**src/core/psi_pkg.sv**
```systemverilog
// Purpose: Shared constants and types for the supply status indicator.
// Assumes: 10 MHz core clock, synchronous active-high reset.
// Notes:   Register offsets are byte addresses on a 32-bit plain port.
package psi_pkg;

    // ***********************************************
    // Timing
    // ***********************************************
    localparam int unsigned CLK_PERIOD_NS = 100;
    localparam int unsigned BLINK_TIME_NS = 500_000_000;
    localparam int unsigned BLINK_CYCLES  = BLINK_TIME_NS / CLK_PERIOD_NS;
    localparam int unsigned BLINK_CNT_W   = 23;

    // ***********************************************
    // Register map
    // ***********************************************
    localparam logic [7:0] CTRL_OFS = 8'h00;
    localparam logic [7:0] STAT_OFS = 8'h04;
    localparam logic [7:0] WARN_OFS = 8'h08;
    localparam int unsigned CTRL_TEST_POS = 0;
    localparam logic CTRL_TEST_RST = 1'b0;

    // ***********************************************
    // Fan comparison
    // ***********************************************
    localparam int unsigned FAN_W = 12;
    // Mismatch when 5 * difference exceeds the faster fan (20 %).
    localparam logic [2:0] FAN_RATIO = 3'h5;

    // ***********************************************
    // Types
    // ***********************************************
    typedef enum logic [1:0] {
        PSI_OFF    = 2'b00,
        PSI_GREEN  = 2'b01,
        PSI_ORANGE = 2'b10,
        PSI_RED    = 2'b11
    } psi_color_e;

    typedef struct packed {
        logic in_present;
        logic in_range;
        logic overvoltage_trip;
        logic ovl;
        logic out_sag;
        logic hiccup_act;
        logic hiccup_on;
        logic ot_warn;
        logic ot_fault;
        logic remote_off;
        logic fans_multi;
    } psi_cond_s;

    localparam int unsigned INFO_W = 8;

    // Output reset values.
    localparam logic RST_FAULT_OK = 1'b1;
    localparam logic RST_OUT_GOOD = 1'b0;
    localparam logic RST_IN_GOOD  = 1'b0;
    localparam logic RST_TEMP_OK  = 1'b1;

endpackage : psi_pkg

```
**src/core/psi_status.sv**
```systemverilog
// Purpose: Front-panel lamp and backplane status logic of a power supply.
// Assumes: Condition pins are asynchronous; fan speeds come from core logic.
// Notes:   All outputs are registered; lamps share one blink phase.
//
// What this block does
// - Fans differing over 20 percent raise a wear-out warning, no shutdown.
// - Information alarms only warn; they never force a shutdown.
// - Input lamp steady green while input is within limits.
// - Output lamp green ok, blinking on running fault, red on shutdown.
// - Output good drops on overload or on input loss.
// - Overload blinks only after output sags; in hiccup only in on-phase.
// - Blink cadence is 0.5 s on and 0.5 s off.
// - Normal operation: both lamps green, all monitors high.
// - Input out of range: input lamp blinks, input good pulses.
// - Overcurrent: output lamp blinks, output good low, others high.
// - Over-temperature warning: orange blink, temperature good pulses.
// - Over-temperature fault: red lamp, fault, output and temp good low.
// - External faults never assert the fault output.
//
// Chosen here: the address-and-strobe port and the register offsets.
`timescale 1ns/1ps
module psi_status #(
    parameter int unsigned BLINK_CYC = psi_pkg::BLINK_CYCLES
) (
    input  wire logic                        ref_clk,
    input  wire logic                        sys_rst,
    input  wire psi_pkg::psi_cond_s          cond_pins,
    input  wire logic [psi_pkg::INFO_W-1:0]  info_pins,
    input  wire logic [psi_pkg::FAN_W-1:0]   fan_speed_a,
    input  wire logic [psi_pkg::FAN_W-1:0]   fan_speed_b,
    input  wire logic [7:0]                  reg_addr,
    input  wire logic [31:0]                 reg_wdata,
    input  wire logic                        reg_wr,
    input  wire logic                        reg_rd,
    output logic [31:0]                      reg_rdata,
    output logic                             input_status_lamp,
    output psi_pkg::psi_color_e              output_status_lamp,
    output logic                             fault_ok,
    output logic                             output_good,
    output logic                             input_good,
    output logic                             temp_good,
    output logic                             warn_flag
);
    import psi_pkg::*;

    // ***********************************************
    // Pin synchronisers
    // ***********************************************
    psi_cond_s          c_s1_ff;
    psi_cond_s          c;
    logic [INFO_W-1:0]  info_s1_ff;
    logic [INFO_W-1:0]  info_ff;

    always_ff @(posedge ref_clk) begin
        if (sys_rst) begin
            c_s1_ff    <= '0;
            c          <= '0;
            info_s1_ff <= '0;
            info_ff    <= '0;
        end else begin
            c_s1_ff    <= cond_pins;
            c          <= c_s1_ff;
            info_s1_ff <= info_pins;
            info_ff    <= info_s1_ff;
        end
    end

    // ***********************************************
    // Blink timer
    // ***********************************************
    logic [BLINK_CNT_W-1:0] cnt_ff;
    logic                   blink_ph_ff;
    wire                    tick = (cnt_ff == BLINK_CNT_W'(BLINK_CYC - 1));
    wire [BLINK_CNT_W-1:0]  nxt_cnt = tick ? '0 : cnt_ff + 1'b1;

    always_ff @(posedge ref_clk) begin
        if (sys_rst) begin
            cnt_ff      <= '0;
            blink_ph_ff <= 1'b0;
        end else begin
            cnt_ff <= nxt_cnt;
            if (tick) begin
                blink_ph_ff <= ~blink_ph_ff;
            end
        end
    end

    // ***********************************************
    // Register port
    // ***********************************************
    logic        test_ff;
    psi_color_e  test_col_ff;
    logic [31:0] rdata_ff;

    wire wr_ctrl = reg_wr && (reg_addr == CTRL_OFS);

    // Lamp test walks green, orange, red, one color per blink period.
    wire psi_color_e nxt_test_col =
        (test_col_ff == PSI_RED || test_col_ff == PSI_OFF) ? PSI_GREEN :
        (test_col_ff == PSI_GREEN) ? PSI_ORANGE : PSI_RED;

    always_ff @(posedge ref_clk) begin
        if (sys_rst) begin
            test_ff     <= CTRL_TEST_RST;
            test_col_ff <= PSI_GREEN;
        end else begin
            if (wr_ctrl) begin
                test_ff <= reg_wdata[CTRL_TEST_POS];
            end
            if (!test_ff) begin
                test_col_ff <= PSI_GREEN;
            end else if (tick && blink_ph_ff) begin
                test_col_ff <= nxt_test_col;
            end
        end
    end

    logic fan_mis_ff;

    wire [31:0] stat_word = {17'h0, c, input_status_lamp,
                             fault_ok, output_good, input_good};
    wire [31:0] warn_word = {22'h0, fan_mis_ff, warn_flag, info_ff};
    wire [31:0] nxt_rdata =
        !reg_rd                ? 32'h0 :
        (reg_addr == CTRL_OFS) ? {31'h0, test_ff} :
        (reg_addr == STAT_OFS) ? stat_word :
        (reg_addr == WARN_OFS) ? warn_word : 32'h0;

    always_ff @(posedge ref_clk) begin
        if (sys_rst) begin
            rdata_ff <= '0;
        end else begin
            rdata_ff <= nxt_rdata;
        end
    end

    assign reg_rdata = rdata_ff;

    // ***********************************************
    // Fan mismatch
    // ***********************************************
    wire              a_big  = fan_speed_a >= fan_speed_b;
    wire [FAN_W-1:0]  f_max  = a_big ? fan_speed_a : fan_speed_b;
    wire [FAN_W-1:0]  f_diff = a_big ? fan_speed_a - fan_speed_b
                                     : fan_speed_b - fan_speed_a;
    wire [FAN_W+2:0]  f_scl  = (FAN_W+3)'(f_diff) * (FAN_W+3)'(FAN_RATIO);
    wire nxt_fan_mis = c.fans_multi && (f_scl > (FAN_W+3)'(f_max));

    // ***********************************************
    // Indication decode
    // ***********************************************
    wire ph      = blink_ph_ff;
    wire in_ok   = c.in_present && c.in_range;
    wire shut    = c.overvoltage_trip || c.ot_fault;
    wire ovl_blk = c.ovl && c.out_sag && (!c.hiccup_act || c.hiccup_on);
    wire ovl_dark = c.ovl && c.hiccup_act && !c.hiccup_on;

    wire nxt_in_lamp = test_ff ? ph :
                       !c.in_present ? 1'b0 :
                       c.in_range ? 1'b1 : ph;

    wire psi_color_e nxt_out_lamp =
        test_ff        ? (ph ? test_col_ff : PSI_OFF) :
        !c.in_present  ? PSI_OFF :
        shut           ? PSI_RED :
        ovl_blk        ? (ph ? PSI_GREEN : PSI_OFF) :
        c.ot_warn      ? (ph ? PSI_ORANGE : PSI_OFF) :
        (c.remote_off || ovl_dark) ? PSI_OFF : PSI_GREEN;

    wire nxt_fault_ok = !shut;
    wire nxt_out_good = in_ok && !shut && !c.ovl && !c.remote_off;
    wire nxt_in_good  = c.in_present && (c.in_range || ph);
    wire nxt_temp_ok  = !c.ot_fault && (!c.ot_warn || ph);
    wire nxt_warn     = (|info_ff) || c.ot_warn || fan_mis_ff;

    always_ff @(posedge ref_clk) begin
        if (sys_rst) begin
            input_status_lamp  <= 1'b0;
            output_status_lamp <= PSI_OFF;
            fault_ok           <= RST_FAULT_OK;
            output_good        <= RST_OUT_GOOD;
            input_good         <= RST_IN_GOOD;
            temp_good          <= RST_TEMP_OK;
            warn_flag          <= 1'b0;
            fan_mis_ff         <= 1'b0;
        end else begin
            input_status_lamp  <= nxt_in_lamp;
            output_status_lamp <= nxt_out_lamp;
            fault_ok           <= nxt_fault_ok;
            output_good        <= nxt_out_good;
            input_good         <= nxt_in_good;
            temp_good          <= nxt_temp_ok;
            warn_flag          <= nxt_warn;
            fan_mis_ff         <= nxt_fan_mis;
        end
    end

    wire normal = in_ok && !shut && !c.ovl && !c.ot_warn && !c.remote_off;
endmodule : psi_status

```
**config.mk**
```make
export PLATFORM = sky130hd
export DESIGN_NAME = psi_status
export DESIGN_NICKNAME = d
export VERILOG_FILES = /design/src/core/psi_pkg.sv /design/src/core/psi_status.sv
export SDC_FILE = /design/constraint.sdc
export NUM_CORES = 1
export LEC_CHECK = 0
export BUFFER_PORTS_ARGS = -buffer_cell sky130_fd_sc_hd__buf_2
export CAP_MARGIN = 10
export CORE_ASPECT_RATIO = 1.75
export CORE_MARGIN = 2
export CORE_UTILIZATION = 55
export DETAILED_ROUTE_END_ITERATION = 8
export PLACE_DENSITY = 0.82
export SYNTH_ARGS = -nofsm -noshare
export SYNTH_HDL_FRONTEND = slang
export SYNTH_SLANG_ARGS = --single-unit
```
**constraint.sdc**
```tcl
create_clock -name ref_clk -period 15.4 [get_ports ref_clk]
set_clock_uncertainty 0.1 [all_clocks]
set_input_delay 0.77 -clock ref_clk [delete_from_list [all_inputs] [get_ports ref_clk]]
set_output_delay 0.77 -clock ref_clk [all_outputs]
set_load 0.005 [all_outputs]
```
==> results.py <==
metrics = {
    "run_status": {
        "run_status": "completed",
    },
    "cells_and_area": {
        "nets": 796,
        "fillCellCount": 786,
        "diodes": 0,
        "drive_gt1_frac": 0.1593,
        "multiInputGateArea_um2": 3074,
        "area_growth_pct": 12.95,
        "seqCellArea_um2": 1782,
        "final_cells": 773,
    },
    "global_routing": {
        "grt_first_pass_wirelength_mm": 19.18,
        "antenna_found_initial": 0,
        "grt_pass1_vias": 4245,
        "grt-ovfl-total": 0,
        "grt_max_degree": 54,
        "grt_usage": 0.2324,
    },
    "clock_tree": {
        "cts_tree": "done",
        "cts_setup_buffers": 0,
        "clock-sinks": 89,
        "clk_pin_slew_ps": 60,
        "insertion_delay_ps": 330,
        "root_buffer": "clkbuf_16",
        "cts_hold_buf": 0,
        "h-tree-depth": 3,
        "postCtsResizedCells": 0,
        "cts-buffers-inserted": 9,
        "cts_buffer_depth": 2,
    },
    "timing": {
        "worst_slack_ps": 8270,
        "rsz0062_at_grt": "false",
        "period_share": 0.4630,
        "setup_viol": 0,
        "max_slew_margin": 0.4207,
        "fmax_mhz": 140.2,
        "finalCriticalPeriod_ps": 7130,
        "tightest_slew_ps": 869.0,
        "maxSlewViolCount": 0,
        "fin_tns_setup_ps": 0,
        "hold_viol": 0,
    },
    "synthesis": {
        "syn-cell-area_um2": 5180,
        "synth_top_cell_by_area": "dfxtp_1",
        "synth_cells": 582,
        "syn_area_per_cell_um2": 8.900,
        "yosysMostFrequentCell": "dfxtp_1",
        "synth_warnings": 0,
        "synth_seq_area_share": 0.3440,
        "ys_top_cells_by_area": "dfxtp_1, ha_1, nor2b_1",
        "synthArstFlopShare": 0,
        "synthTopCellsByCount": "dfxtp_1, ha_1, nor2_1",
        "synth_edf_count": 0,
        "netlist.area_leader.share": 0.3440,
        "synth-seq-cells": 89,
        "ys.flop_type": "dfxtp_1",
        "ys_types": 60,
    },
    "worst_setup_path": {
        "r2r_cells": 8,
        "path_depth": 28,
        "worst_path_dominant_cell_family": "compound AO/OA/AOI/OAI gates",
        "cp_slowest_cell": "a221oi_1",
        "crit_type": "input pin to flip-flop",
        "r2r_setup_slack_ps": 13180,
        "cp_max_fo": 39,
        "cp_data_required_time_ps": 15480,
        "cp_data_arrival_time_ps": 7210,
        "start_kind": "input pin",
        "path_buf_inv": 3,
        "worstSetupEndpointType": "flip-flop",
        "slowest_delay_ps": 500,
    },
    "floorplanning": {
        "dieArea_um2": 10240,
        "coreArea_um2": 9094,
        "die_y_um": 132.4,
        "die_width_um": 77.36,
        "boundaryPins": 127,
        "fp-row-count": 46,
        "initial_core_util": 0.5696,
    },
    "power": {
        "pwr_density_cell_nw_per_um2": 128.1,
        "power.leakage_nw": 2.753,
        "max-vdd-ir-drop_uv": 113.4,
        "total_power_mw": 0.7492,
    },
    "placed_design": {
        "portBuffers": 78,
        "pre_cts_ws_ps": 7973,
        "finalWeightedCongestion": 0.9102,
        "dp_hpwl_mm": 9.141,
        "placed_cells": 758,
    },
    "drt": {
        "wl_met1_mm": 4.388,
        "drtPass1Iterations": 4,
        "top_layer": "met4",
        "vias_per_cell": 5.498,
        "post-route-drc-count": 0,
        "wl_per_cell_um": 15.08,
        "wirelength_mm": 11.66,
        "drtIter0Drc": 183,
        "wl_met2_mm": 6.479,
        "wl_met3_um": 323,
        "vias": 4250,
        "ant_nets": 0,
    },
    "run": {
        "maxCapViolations": 0,
    },
    "min_path": {
        "hold_depth": 1,
        "hp-class": "flip-flop to flip-flop",
    },
}
==> per-stage QoR <==
step	hold slack (ps)	area, um2	utilization
floorplan	313.8	5240	-
global placement	315.9	5539	0.6091
detailed placement	322.0	5539	0.6091
CTS	333.7	5851	0.6434
global route	345.3	5851	0.6434
finish	331.2	5851	0.6434
==> final cells by class <==
| type | instances | share of cell area |
|---|---|---|
| multi-input cells | 434 | 0.5254 |
| flip-flops and latches | 89 | 0.3045 |
| repair buffers | 79 | 0.06801 |
| clock buffers | 12 | 0.04213 |
| well taps | 120 | 0.02566 |
| inverters | 36 | 0.02310 |
| clock inverters | 3 | 0.01112 |
==> power by group <==
| group | total [mW] | switching, mW | internal [mW] |
|---|---|---|---|
| sequential | 0.240 | 0.00317 | 0.237 |
| clock | 0.226 | 0.0805 | 0.145 |
| combinational | 0.284 | 0.156 | 0.128 |
| total | 0.749 | 0.239 | 0.510 |
==> routing by layer <==
| layer | vias to the layer above | GRT usage |
|---|---|---|
| met5 | - | 0 |
| met2 | 118 | 0.4565 |
| met1 | 1991 | 0.2278 |
| met4 | 0 | 0.1210 |
| li1 | 2107 | - |
| met3 | 34 | 0.03082 |
==> sequential cells by signal, summed over array words and instances (netlist names), 2 cells and up <==
register and count:
reg_rdata 15, test_col_ff 2, c 11, info_s1_ff 8, cnt_ff 23, c_s1_ff 11
info_ff 8, output_status_lamp 2
==> worst paths after layout <==
check,to,startpoint
max,fan_mis_ff,fan_speed_a[0]
min,c[1],c_s1_ff[1]
max reg2reg,cnt_ff[20],cnt_ff[0]
min reg2reg,c[1],c_s1_ff[1]
==> placed cells by master, fill, tap and decap left out, types with 4 or more instances in the layout <==
cell type,n
conb_1,17
nand2_1,26
clkbuf_16,9
nand2b_1,4
and3_1,14
a21oi_1,34
a22o_1,9
buf_2,78
dfxtp_1,89
nor2_1,56
nor2b_1,43
a21o_1,14
xnor2_1,18
mux2i_1,7
nor3_1,6
and2_1,7
nor4_1,8
a211oi_1,4
ha_1,57
o21ai_0,14
inv_1,36
nand3_1,19
xor2_1,20
==> cell families after synthesis <==
kind of cell | Yosys count | share of synthesized area
mux | 8 | 0.01570
compound gates | 109 | 0.1481
xor+xnor | 38 | 0.06425
other cells | 1 | 0.0007239
fa+ha+maj | 60 | 0.1493
buf+inv | 75 | 0.07415
simple gates | 202 | 0.2039
flops | 89 | 0.3440
Power figures use the tool's default switching activity.
